$ cat src/inc/gel_pkg.sv
package gel_pkg;

  // Register byte addresses on the Wishbone slave, one word each
  localparam logic [7:0] OFS_PIN_VALUE = 8'h00;
  localparam logic [7:0] OFS_PIN_DIRECTION = 8'h04;
  localparam logic [7:0] OFS_EDGE_IRQ_MASK = 8'h08;
  localparam logic [7:0] OFS_EDGE_SENSE_LO = 8'h0c;
  localparam logic [7:0] OFS_EDGE_SENSE_HI = 8'h10;
  localparam logic [7:0] OFS_IRQ_SOURCE = 8'h14;
  localparam logic [7:0] OFS_EDGE_EVENT = 8'h18;
  localparam logic [7:0] OFS_CELL_MODE_LO = 8'h1c;
  localparam logic [7:0] OFS_CELL_MODE_HI = 8'h20;
  localparam logic [7:0] OFS_CELL_TRUTH_LO = 8'h24;
  localparam logic [7:0] OFS_CELL_TRUTH_HI = 8'h28;
  localparam logic [7:0] OFS_CELL_TRUTHX_LO = 8'h2c;
  localparam logic [7:0] OFS_CELL_TRUTHX_HI = 8'h30;
  localparam logic [7:0] OFS_EXTRA_CFG = 8'h34;

  // Reset values
  localparam logic [15:0] RST_PIN_VALUE = 16'hffff;
  localparam logic [15:0] RST_PIN_DIRECTION = 16'hffff;
  localparam logic [15:0] RST_EDGE_IRQ_MASK = 16'hffff;
  localparam logic [15:0] RST_EDGE_SENSE = 16'h0000;
  localparam logic [15:0] RST_FLAGS = 16'h0000;
  localparam logic [7:0] RST_CELL_MODE = 8'h00;
  localparam logic [31:0] RST_CELL_TRUTH = 32'h0000_0000;
  localparam logic [7:0] RST_CELL_TRUTHX = 8'h00;

  // Field positions and widths
  localparam int MODE_LO_POS = 0;
  localparam int MODE_HI_POS = 4;
  localparam int EXTRA_AUTOCLR_BIT = 0;
  localparam int TRUTH_W = 8;

  // Edge sense codes
  localparam logic [1:0] SENSE_OFF = 2'b00;
  localparam logic [1:0] SENSE_RISE = 2'b01;
  localparam logic [1:0] SENSE_FALL = 2'b10;
  localparam logic [1:0] SENSE_BOTH = 2'b11;

  // Logic cell mode codes
  localparam logic [1:0] MODE_GPIO = 2'b00;
  localparam logic [1:0] MODE_2IN = 2'b01;
  localparam logic [1:0] MODE_3IN = 2'b10;
  localparam logic [1:0] MODE_3TO2 = 2'b11;

  typedef enum logic [1:0] {
    GEL_BUS_IDLE = 2'b01,
    GEL_BUS_ACK = 2'b10
  } gel_bus_st_t;

endpackage

$ cat src/rtl/gel_cell_bank.sv
`timescale 1ns/100ps
`default_nettype none

module gel_cell_bank
  import gel_pkg::*;
(
  input wire logic [7:0] mode_i,
  input wire logic [31:0] truth_i,
  input wire logic [7:0] truthx_i,
  input wire logic allow_3to2_i,
  input wire logic [7:0] lvl_i,
  output logic [7:0] cell_val_o,
  output logic [7:0] drive_o,
  output logic [7:0] input_o
);

  function automatic logic lut(input logic [7:0] tab, input logic [2:0] idx);
    lut = tab[idx];
  endfunction

  logic [1:0] lo;
  logic [1:0] hi;
  logic [7:0] t0, t1, t2, t3;

  always_comb begin
    lo = mode_i[MODE_LO_POS +: 2];
    hi = mode_i[MODE_HI_POS +: 2];
    t0 = truth_i[0*TRUTH_W +: TRUTH_W];
    t1 = truth_i[1*TRUTH_W +: TRUTH_W];
    t2 = truth_i[2*TRUTH_W +: TRUTH_W];
    t3 = truth_i[3*TRUTH_W +: TRUTH_W];
    cell_val_o = 8'h00;
    drive_o = 8'h00;
    input_o = 8'h00;
    if (lo == MODE_3TO2 && !allow_3to2_i) begin
      lo = MODE_GPIO;
    end
    case (lo)
      MODE_2IN: begin
        input_o[1:0] = 2'b11;
        drive_o[2] = 1'b1;
        cell_val_o[2] = lut(t0, {1'b0, lvl_i[1:0]});
      end
      MODE_3IN: begin
        input_o[2:0] = 3'b111;
        drive_o[3] = 1'b1;
        cell_val_o[3] = lut(t1, lvl_i[2:0]);
      end
      MODE_3TO2: begin
        input_o[2:0] = 3'b111;
        drive_o[4:3] = 2'b11;
        cell_val_o[3] = lut(t1, lvl_i[2:0]);
        cell_val_o[4] = lut(truthx_i, lvl_i[2:0]);
      end
      default: begin
      end
    endcase
    // Upper field is overridden while the lower one runs two outputs
    if (lo != MODE_3TO2) begin
      case (hi)
        MODE_2IN: begin
          input_o[5:4] = 2'b11;
          drive_o[6] = 1'b1;
          cell_val_o[6] = lut(t2, {1'b0, lvl_i[5:4]});
        end
        MODE_3IN: begin
          input_o[6:4] = 3'b111;
          drive_o[7] = 1'b1;
          cell_val_o[7] = lut(t3, lvl_i[6:4]);
        end
        default: begin
        end
      endcase
    end
  end

endmodule

`default_nettype wire

$ cat src/rtl/gel_edge_irq.sv
`timescale 1ns/100ps
`default_nettype none

module gel_edge_irq
  import gel_pkg::*;
#(
  parameter int NUM_CH = 16
) (
  input wire logic clk_i,
  input wire logic rst_i,
  input wire logic [7:0] wb_adr_i,
  input wire logic [31:0] wb_dat_i,
  input wire logic [3:0] wb_sel_i,
  input wire logic wb_we_i,
  input wire logic wb_cyc_i,
  input wire logic wb_stb_i,
  output logic [31:0] wb_dat_o,
  output logic wb_ack_o,
  input wire logic [NUM_CH-1:0] pin_in_i,
  output logic [NUM_CH-1:0] pin_out_o,
  output logic [NUM_CH-1:0] pin_oe_o,
  output logic irq_out_n_o,
  output logic irq_out_n_oe_o
);

  localparam int NB = (NUM_CH > 8) ? 2 : 1;
  localparam logic [15:0] CH_MASK = 16'((32'h1 << NUM_CH) - 1);
  localparam logic HAS_AUTOCLR = (NUM_CH == 16);
  localparam logic HAS_3TO2 = (NUM_CH > 4);

  typedef struct packed {
    logic [15:0] sync1;
    logic [15:0] sync2;
    logic [15:0] prev;
    logic [2:0] arm;
    logic [15:0] dout;
    logic [15:0] dir;
    logic [15:0] mask;
    logic [15:0] sense_lo;
    logic [15:0] sense_hi;
    logic [15:0] src;
    logic [15:0] evt;
    logic [7:0] mode_lo;
    logic [7:0] mode_hi;
    logic [31:0] truth_lo;
    logic [31:0] truth_hi;
    logic [7:0] truthx_lo;
    logic [7:0] truthx_hi;
    logic autoclr;
    gel_bus_st_t bus;
    logic ack;
    logic [31:0] rdata;
    logic [15:0] pout;
    logic [15:0] poe;
    logic irq_lvl;
    logic irq_oe;
  } gel_state_t;

  gel_state_t st;
  gel_state_t next_st;

  logic [15:0] cell_val;
  logic [15:0] cell_drive;
  logic [15:0] cell_input;

  function automatic gel_state_t reset_state();
    gel_state_t r;
    r = '0;
    r.prev = 16'h0000;
    r.arm = 3'h0;
    r.dout = RST_PIN_VALUE;
    r.dir = RST_PIN_DIRECTION;
    r.mask = RST_EDGE_IRQ_MASK;
    r.sense_lo = RST_EDGE_SENSE;
    r.sense_hi = RST_EDGE_SENSE;
    r.src = RST_FLAGS;
    r.evt = RST_FLAGS;
    r.mode_lo = RST_CELL_MODE;
    r.mode_hi = RST_CELL_MODE;
    r.truth_lo = RST_CELL_TRUTH;
    r.truth_hi = RST_CELL_TRUTH;
    r.truthx_lo = RST_CELL_TRUTHX;
    r.truthx_hi = RST_CELL_TRUTHX;
    r.bus = GEL_BUS_IDLE;
    r.poe = 16'h0000;
    r.pout = RST_PIN_VALUE;
    r.irq_lvl = 1'b1;
    r.irq_oe = 1'b0;
    return r;
  endfunction

  function automatic logic sense_hit(input logic [1:0] code,
                                     input logic rise, input logic fall);
    case (code)
      SENSE_RISE: sense_hit = rise;
      SENSE_FALL: sense_hit = fall;
      SENSE_BOTH: sense_hit = rise | fall;
      default: sense_hit = 1'b0;
    endcase
  endfunction

  function automatic logic [31:0] lane_merge(input logic [31:0] old_v,
                                             input logic [31:0] new_v,
                                             input logic [3:0] sel);
    logic [31:0] r;
    r = old_v;
    for (int i = 0; i < 4; i++) begin
      if (sel[i]) begin
        r[i*8 +: 8] = new_v[i*8 +: 8];
      end
    end
    return r;
  endfunction

  // One logic-cell group per eight-pin bank
  generate
    for (genvar b = 0; b < 2; b++) begin : g_bank
      if (b < NB) begin : g_on
        gel_cell_bank u_bank (
          .mode_i((b == 0) ? st.mode_lo : st.mode_hi),
          .truth_i((b == 0) ? st.truth_lo : st.truth_hi),
          .truthx_i((b == 0) ? st.truthx_lo : st.truthx_hi),
          .allow_3to2_i(HAS_3TO2),
          .lvl_i(st.sync2[b*8 +: 8]),
          .cell_val_o(cell_val[b*8 +: 8]),
          .drive_o(cell_drive[b*8 +: 8]),
          .input_o(cell_input[b*8 +: 8])
        );
      end else begin : g_off
        assign cell_val[b*8 +: 8] = 8'h00;
        assign cell_drive[b*8 +: 8] = 8'h00;
        assign cell_input[b*8 +: 8] = 8'h00;
      end
    end
  endgenerate

  logic [15:0] rise;
  logic [15:0] fall;
  logic [15:0] qual;
  logic [15:0] clr_src;
  logic [15:0] clr_evt;
  logic [31:0] wmerged;
  logic [31:0] rd;
  logic req;
  logic [31:0] sense_all;

  always_comb begin
    next_st = st;
    rise = 16'h0000;
    fall = 16'h0000;
    qual = 16'h0000;
    clr_src = 16'h0000;
    clr_evt = 16'h0000;
    wmerged = 32'h0000_0000;
    rd = 32'h0000_0000;
    req = 1'b0;

    // Pins come from outside the clock domain
    next_st.sync1 = 16'(pin_in_i);
    next_st.sync2 = st.sync1;
    next_st.prev = st.sync2;
    // Edges are ignored until the synchronisers hold real pin levels
    next_st.arm = {st.arm[1:0], 1'b1};

    // Cell pins are sensed exactly like GPIO pins
    rise = st.sync2 & ~st.prev;
    fall = ~st.sync2 & st.prev;
    // Both sense words side by side, so pin i always sits at bits 2i+1:2i
    sense_all = {st.sense_hi, st.sense_lo};
    for (int i = 0; i < 16; i++) begin
      qual[i] = st.arm[2] & CH_MASK[i] & sense_hit(
        sense_all[2*i +: 2], rise[i], fall[i]);
    end

    // Wishbone classic slave, one wait state
    next_st.ack = 1'b0;
    case (st.bus)
      GEL_BUS_IDLE: begin
        req = wb_cyc_i & wb_stb_i;
        if (req) begin
          next_st.bus = GEL_BUS_ACK;
          next_st.ack = 1'b1;
        end
      end
      GEL_BUS_ACK: begin
        next_st.bus = GEL_BUS_IDLE;
      end
      default: begin
        next_st.bus = GEL_BUS_IDLE;
      end
    endcase

    case (wb_adr_i)
      OFS_PIN_VALUE: begin
        rd = {16'h0000, st.sync2};
      end
      OFS_PIN_DIRECTION: begin
        rd = {16'h0000, st.dir & CH_MASK};
      end
      OFS_EDGE_IRQ_MASK: begin
        rd = {16'h0000, st.mask & CH_MASK};
      end
      OFS_EDGE_SENSE_LO: begin
        rd = {16'h0000, st.sense_lo};
      end
      OFS_EDGE_SENSE_HI: begin
        rd = {16'h0000, st.sense_hi};
      end
      OFS_IRQ_SOURCE: begin
        rd = {16'h0000, st.src};
      end
      OFS_EDGE_EVENT: begin
        rd = {16'h0000, st.evt};
      end
      OFS_CELL_MODE_LO: begin
        rd = {24'h000000, st.mode_lo};
      end
      OFS_CELL_MODE_HI: begin
        rd = {24'h000000, st.mode_hi};
      end
      OFS_CELL_TRUTH_LO: begin
        rd = st.truth_lo;
      end
      OFS_CELL_TRUTH_HI: begin
        rd = st.truth_hi;
      end
      OFS_CELL_TRUTHX_LO: begin
        rd = {24'h000000, st.truthx_lo};
      end
      OFS_CELL_TRUTHX_HI: begin
        rd = {24'h000000, st.truthx_hi};
      end
      OFS_EXTRA_CFG: begin
        rd = {31'h0000_0000, st.autoclr};
      end
      default: begin
        rd = 32'h0000_0000;
      end
    endcase
    wmerged = lane_merge(rd, wb_dat_i, wb_sel_i);
    if (req) begin
      next_st.rdata = rd;
    end

    if (req && wb_we_i) begin
      case (wb_adr_i)
        OFS_PIN_VALUE: next_st.dout = wmerged[15:0] & CH_MASK;
        OFS_PIN_DIRECTION: next_st.dir = wmerged[15:0] & CH_MASK;
        OFS_EDGE_IRQ_MASK: next_st.mask = wmerged[15:0] & CH_MASK;
        OFS_EDGE_SENSE_LO: next_st.sense_lo = wmerged[15:0];
        OFS_EDGE_SENSE_HI: begin
          if (NUM_CH > 8) begin
            next_st.sense_hi = wmerged[15:0];
          end
        end
        OFS_IRQ_SOURCE: begin
          // Only the full all-ones pattern clears, partial writes do not
          if ((wmerged[15:0] & CH_MASK) == CH_MASK) begin
            clr_src = 16'hffff;
            clr_evt = st.src;
          end
        end
        OFS_EDGE_EVENT: clr_evt = wmerged[15:0];
        OFS_CELL_MODE_LO: next_st.mode_lo = wmerged[7:0];
        OFS_CELL_MODE_HI: begin
          if (NUM_CH > 8) begin
            next_st.mode_hi = wmerged[7:0];
          end
        end
        OFS_CELL_TRUTH_LO: next_st.truth_lo = wmerged;
        OFS_CELL_TRUTH_HI: begin
          if (NUM_CH > 8) begin
            next_st.truth_hi = wmerged;
          end
        end
        OFS_CELL_TRUTHX_LO: next_st.truthx_lo = wmerged[7:0];
        OFS_CELL_TRUTHX_HI: begin
          if (NUM_CH > 8) begin
            next_st.truthx_hi = wmerged[7:0];
          end
        end
        OFS_EXTRA_CFG: begin
          if (HAS_AUTOCLR) begin
            next_st.autoclr = wmerged[EXTRA_AUTOCLR_BIT];
          end
        end
        default: begin
        end
      endcase
    end

    if (req && !wb_we_i && wb_adr_i == OFS_PIN_VALUE && st.autoclr) begin
      clr_src = 16'hffff;
      clr_evt = clr_evt | st.src;
    end

    // A new edge in the clearing cycle survives the clear
    next_st.src = (st.src & ~clr_src) | (qual & ~st.mask);
    next_st.evt = (st.evt & ~clr_evt) | qual;
    next_st.irq_lvl = ~(|next_st.src);
    next_st.irq_oe = |next_st.src;

    // Cell roles override the direction register
    next_st.pout = CH_MASK & ((cell_drive & cell_val) |
                              (~cell_drive & st.dout));
    next_st.poe = CH_MASK & (cell_drive |
                  (~cell_input & ~st.dir));
  end

  always_ff @(posedge clk_i) begin
    if (rst_i) begin
      st <= reset_state();
    end else begin
      st <= next_st;
    end
  end

  assign wb_dat_o = st.rdata;
  assign wb_ack_o = st.ack;
  assign pin_out_o = st.pout[NUM_CH-1:0];
  assign pin_oe_o = st.poe[NUM_CH-1:0];
  assign irq_out_n_o = st.irq_lvl;
  assign irq_out_n_oe_o = st.irq_oe;

endmodule

`default_nettype wire

$ cat config.mk
export PLATFORM = sky130hd
export DESIGN_NAME = gel_edge_irq
export DESIGN_NICKNAME = d
export VERILOG_FILES = /design/src/inc/gel_pkg.sv /design/src/rtl/gel_cell_bank.sv /design/src/rtl/gel_edge_irq.sv
export SDC_FILE = /design/constraint.sdc
export NUM_CORES = 1
export LEC_CHECK = 0
export ABC_AREA = 1
export BUFFER_PORTS_ARGS = -buffer_cell sky130_fd_sc_hd__buf_2
export CAP_MARGIN = 0
export CELL_PAD_IN_SITES_DETAIL_PLACEMENT = 0
export CELL_PAD_IN_SITES_GLOBAL_PLACEMENT = 2
export CORE_MARGIN = 4
export CORE_UTILIZATION = 37
export CTS_CLUSTER_SIZE = 12
export DETAILED_ROUTE_END_ITERATION = 8
export PLACE_DENSITY_LB_ADDON = 0.1
export REMOVE_ABC_BUFFERS = 1
export SYNTH_ARGS = -nofsm -noshare
export SYNTH_HDL_FRONTEND = slang
export SYNTH_SLANG_ARGS = --single-unit
$ cat constraint.sdc
create_clock -name clk_i -period 7.4 [get_ports clk_i]
set_clock_uncertainty 0.15 [all_clocks]
set_input_delay 1.48 -clock clk_i [delete_from_list [all_inputs] [get_ports clk_i]]
set_output_delay 1.48 -clock clk_i [all_outputs]
set_load 0.03 [all_outputs]
==> flow_summary.ini, run 1 <==
[status]
status = finished, final reports clean

[clock_network]
cts_buffers = 39
cts_max_path_buffers = 3
cts_hold_buf = 0
cts_tree = built
cts_resized = 0
clk_latency_ns = 0.55
cts_setup_buffers = 0
path_clk_slew_ns = 0.06
cts_sinks = 329
h-tree-depth = 2
cts-root-buf = clkbuf_16

[placed_design]
dpl.cell_count = 2599
hpwlAfterDp_um = 39500
portBuffers = 131
placed_area_sq_mm = 0.0159
gp_congestion = 0.863

[logic_synthesis]
synth-edff-count = 0
async_flop_share_pct = 0
synth_flop_cell = dfxtp_1
ys_types = 38
ys_seq_area_share_pct = 43.1
synthCells = 2082
synth_area_sq_mm = 0.0153
ys_warn_count = 0
syn_area_per_cell_sq_um = 7.34
ys_ff_latch = 329

[drt]
antenna_left = 0
drt-initial-drc-count = 1353
vias_per_cell = 5.29
wl_per_cell_um = 21.6
vias = 14100
first_pass_iters = 5
drt-total-wl_um = 57700
drc = 0

[layout]
fin_util_pct = 42.3
final_common_cell = dfxtp_1
drive_gt1_share_pct = 13.9
final_cell_area_sq_mm = 0.0173
nFillCells = 4271
area_growth_pct = 13.0
final_cell_mix = dfxtp_1 (329), nand2_1 (275), o21ai_0 (262)
nets = 2209
layout.cells.non_filler = 2670

[setup_path]
cp_data_required_time_ns = 7.65
reg2reg_slack_ns = 4.05
reg2regPathDepth = 13
critPathArrivalTime_ns = 5.57
cpMostUsedCell = nand2_1
worstSetupStartpointType = input port
critPathMaxStageDelay_ns = 0.75
crit_path_top_delay_cell = nand2_1
end_kind = flop
crit_chain = buf_2, inv_1, nand2_1, nor2_2, nand2_1, o21ai_0, inv_1, nand4_1, nand2_1, nor2_1, nand2_1, nor2_4, nand2_1, o22ai_1, nand2_1, o211ai_1, a21oi_1
r2r-start = next_st[285]
critical_path.max_fanout = 16
worstSetupPathType = in2reg
crit_start = wb_adr_i[0]
worstReg2RegEnd = st[179]

[grt]
grt_pass1_wl_um = 84800
grt_pass1_vias = 13300
grt.total_usage_pct = 25.2
grt_max_degree = 85
antenna_found_initial = 0
grt_overflow = 0

[floorplan]
coreArea_sq_mm = 0.0408
die_h_um = 211
initial_core_util_pct = 37.4
die_area_sq_mm = 0.0446
die_w_um = 211
io_pins = 132
rows = 74

[power_and_ir_drop]
leakage_uw = 0.00748
power_density_mw_per_mm2 = 238
peakVddDrop_mv = 0.130

[job]
maxCapViolations = 0

[sta]
setup_viol = 0
max_freq_ghz = 0.188
finalMaxSlewViolations = 0
finalCritPeriodShare_pct = 71.9
worst_slew_margin_rel_pct = 12.3
rsz0062_at_grt = false
hold_viol_final = 0
tightest_slew_ns = 1.30
period_minus_slack_ns = 5.32

[min_path]
hold_depth = 2
hold_path_startpoint = next_st[280]
holdCritPathClass = reg2reg
min_to = st[280]
==> layer usage <==
metal	track usage (%)	vias up	routed length, um
met5	0	-	0
met4	8.58	0	1790
met3	4.11	97	3540
met2	39.3	482	25900
met1	35.4	6690	26400
li1	-	6858	-
==> worst max path at each step <==
| stage | depth (start not counted) | slack (ns) | to |
|---|---|---|---|
| after floorplan | 9 | -0.1 | st[100] |
| after global placement | 17 | 1.67 | st[177] |
| after detailed placement | 17 | 1.52 | st[173] |
| after CTS | 17 | 2.12 | st[178] |
| after global routing | 17 | 1.74 | st[166] |
| final | 17 | 2.08 | st[179] |
==> state kept, by name, indices dropped and copies added, names as in the netlist <==
signal          flops
next_st            34
wb_dat_o           32
irq_out_n_oe_o      1
wb_ack_o            1
st                196
pin_out_o          16
pin_oe_o           16
sense_all          32
irq_out_n_o         1
==> cell usage after synthesis (all sizes together) (7+ instances only) <==
cell type | instances | area, sq um
clkbuf | 82 | 308
a21oi | 255 | 1280
buf | 95 | 656
o21ai | 267 | 1340
inv | 247 | 927
mux2i | 16 | 160
nor3 | 9 | 50.1
a22o | 7 | 61.3
nand4 | 12 | 75.1
dfxtp | 329 | 6590
ha | 36 | 450
o22ai | 25 | 156
nand2 | 279 | 1060
nor2 | 193 | 801
nand3 | 141 | 748
o211ai | 32 | 240
a41oi | 8 | 70.1
or2 | 37 | 231
==> logic make-up (layout without fill, tap and decap cells) <==
logic type      after synthesis  after routing  synth area share (%)
compound gates              603            603                  21.1
fa+ha+maj                    36             36                  2.95
mux                          16             16                  1.05
simple gates                671            671                  19.4
other cells                   0              1                     0
flops                       329            329                  43.1
buf+inv                     427            482                  12.4
==> power breakdown <==
group / internal, uW / switching, uW
registers: 1800 / 19.3
logic: 61.8 / 173
clock network: 1260 / 800
total: 3110 / 992
==> per-stage QoR <==
step	hold WS [ns]	setup WS (ns)	power, uW	TNS [ns]
after floorplan	0.238	-0.0975	1960	-0.487
after global placement	0.239	1.67	2090	0
after detailed placement	0.243	1.52	2090	0
after CTS	0.251	2.12	4150	0
after global routing	0.269	1.74	4240	0
final	0.250	2.08	4110	0
==> final cells by class <==
cell class	instances	area, sq um	share of cell area, %
Multi-Input combinational cell	1326	6810	39.5
Sequential cell	329	6590	38.1
Clock buffer	54	1140	6.62
Inverter	250	940	5.44
Timing Repair Buffer	162	895	5.18
Tap cell	532	666	3.85
Clock inverter	16	223	1.29
Antenna cell	1	2.50	0.0145
==> critical path, delay by kind of cell <==
family	cells	cell delay (ns)
buffers and inverters	3	0.24
AND/OR/NAND/NOR	10	2.94
AO/OA/AOI/OAI	4	0.87
Note: power is estimated with default switching activity, not from simulation.
==> run 2: changes to the inputs <==
--- a/config.mk
+++ b/config.mk
@@ -11,7 +11,7 @@
 export CELL_PAD_IN_SITES_DETAIL_PLACEMENT = 0
 export CELL_PAD_IN_SITES_GLOBAL_PLACEMENT = 2
 export CORE_MARGIN = 4
-export CORE_UTILIZATION = 37
+export CORE_UTILIZATION = 31
 export CTS_CLUSTER_SIZE = 12
 export DETAILED_ROUTE_END_ITERATION = 8
 export PLACE_DENSITY_LB_ADDON = 0.1
==> constraint.sdc (replaced) <==
create_clock -name clk_i -period 4.5 [get_ports clk_i]
set_clock_uncertainty 0.15 [all_clocks]
set_input_delay 0.9 -clock clk_i [delete_from_list [all_inputs] [get_ports clk_i]]
set_output_delay 0.9 -clock clk_i [all_outputs]
set_load 0.03 [all_outputs]
==> run 2 against run 1 <==
Compared with the run above:
- critical path type unchanged
- highest routed layer unchanged
- via count up 0.40%
- combinational power up 77%
- count of clock-buffer cells in the layout up 5
- final cell count up 6.1%
- die area up 19%
- flip-flop and latch count unchanged
- worst hold slack worse by 0.0024 ns
- utilization down 6.2 points
- critical path depth up 3
- sequential power up 65%
- largest cell class unchanged
- critical endpoint is now irq_out_n_oe_o
- cell area up 2.2%
==> flow_summary.ini, run 2 (synthesis results as in run 1) <==
[status]
status = finished, final reports clean

[layout]
final_common_cell = dfxtp_1
largest_reg_flops = 196
area_growth_pct = 15.4
drive_gt1_share_pct = 14.9
diodes = 0
regMostFlops = st
final_cell_mix = dfxtp_1 (329), nand2_1 (275), o21ai_0 (262)
nFillCells = 5332
nets = 2239

[drt]
vias = 14200
drt-initial-drc-count = 1059
wl_per_cell_um = 21.6
drt-total-wl_um = 61300
drc = 0
first_pass_iters = 5
antenna_left = 0
vias_per_cell = 5.01

[power_and_ir_drop]
peakVddDrop_mv = 0.209
power_density_mw_per_mm2 = 376
power.total_uw = 6630
leakage_uw = 0.00761

[setup_path]
crit_chain = buf_2, nor2_2, nand3_2, nor2_2, buf_4, nand2_1, nand3_1, nor2_1, nand3_1, nand2_1, nor2_1, nand2_1, nor2_4, nand3_4, nand3_1, o21ai_0, nor2_1, nand2_1, nor2_1, a21oi_1
worstSetupPathType = in2reg
worstReg2RegEnd = sense_all[7]
reg2regPathDepth = 9
critical_path.max_fanout = 16
worstSetupStartpointType = input port
reg2reg_slack_ns = 1.32
crit_path_top_delay_cell = nor2_2
r2r-start = st[67]
critPathArrivalTime_ns = 3.98
crit_start = wb_adr_i[1]
cp_data_required_time_ns = 4.76
critPathMaxStageDelay_ns = 0.57
endpoint = irq_out_n_oe_o
end_kind = flop

[floorplan]
rows = 81
die_h_um = 230
coreArea_sq_mm = 0.0488
initial_core_util_pct = 31.3
io_pins = 132
die_w_um = 230
die_area_sq_mm = 0.0529

[clock_network]
cts_setup_buffers = 0
clk_latency_ns = 0.58
cts_buffers = 40
cts_max_path_buffers = 3
cts-root-buf = clkbuf_16
cts_sinks = 329
cts_resized = 0
cts_hold_buf = 0
path_clk_slew_ns = 0.06
cts_tree = built
h-tree-depth = 2

[grt]
grt_pass1_vias = 13300
grt_overflow = 0
antenna_found_initial = 0
grt.total_usage_pct = 22.5
grt_max_degree = 195
grt_pass1_wl_um = 89500

[sta]
hold_viol_final = 0
max_freq_ghz = 0.269
rsz0062_at_grt = false
fin_ws_ns = 0.780
tightest_slew_ns = 1.03
period_minus_slack_ns = 3.72
worst_slew_margin_rel_pct = 31.1
finalMaxSlewViolations = 0
setup_viol = 0
finalCritPeriodShare_pct = 82.7

[min_path]
holdCritPathClass = reg2reg

[placed_design]
portBuffers = 131
place_ws_ns = 0.246
hpwlAfterDp_um = 43400
gp_congestion = 0.867

[job]
maxCapViolations = 0
==> run 2: cell types whose count changed in the layout (fill, tap and decap cells not counted), sizes merged <==
cell      before  now
inv          247  248
bufinv         5    2
buf          162  191
clkbuf        54   59
clkinvlp       1    0
diode          1    0
==> run 2: worst min path at each step <==
stage | start | end | slack, ns | depth (start not counted)
2_1_floorplan | next_st[279] | next_st[280] | 0.24 | 2
3_3_place_gp | next_st[311] | next_st[295] | 0.24 | 2
3_5_place_dp | next_st[279] | next_st[280] | 0.25 | 2
4_1_cts | next_st[307] | next_st[291] | 0.25 | 2
5_1_grt | next_st[299] | next_st[283] | 0.26 | 2
6_report | next_st[309] | next_st[293] | 0.25 | 2
==> run 2: through the flow <==
| stage | instance area (sq um) | std cells | util (%) | setup TNS, ns | hold WS (ns) |
|---|---|---|---|---|---|
| finish | 17600 | 2832 | 36.1 | 0 | 0.247 |
| floorplan | 14300 | 1905 | - | -203.80 | 0.238 |
| detailed placement | 16400 | 2760 | 33.5 | 0 | 0.246 |
| global placement | 16400 | 2760 | 33.5 | 0 | 0.240 |
| CTS | 17600 | 2832 | 36.1 | 0 | 0.251 |
| global route | 17600 | 2832 | 36.1 | 0 | 0.265 |
==> run 2: cell type report <==
| type | instances | area [sq um] | area share [%] |
|---|---|---|---|
| timing repair buffer | 191 | 1190 | 6.73 |
| sequential | 329 | 6590 | 37.3 |
| clock buffer | 59 | 1150 | 6.54 |
| inverter | 250 | 940 | 5.33 |
| clock inverter | 13 | 130 | 0.737 |
| tap | 664 | 831 | 4.71 |
| multi-input combinational | 1326 | 6820 | 38.6 |
==> run 2: routing by layer <==
layer	track usage (%)	part of all wire, %	vias to the layer above
met5	0	0	-
met4	6.94	2.8	0
met3	3.11	4.7	79
met2	36.6	46	386
met1	31.2	47	6772
li1	-	-	6947
==> run 2: critical path: cells and delay by family <==
family | cells | cell delay (ns)
AND/OR/NAND/NOR | 16 | 2.48
buffers and inverters | 2 | 0.38
AO/OA/AOI/OAI | 2 | 0.21
==> run 2: power by group <==
part | internal [uW] | switching (uW) | total, uW
combinational | 116 | 300 | 415
sequential | 2950 | 34.2 | 2990
clock | 1890 | 1330 | 3230
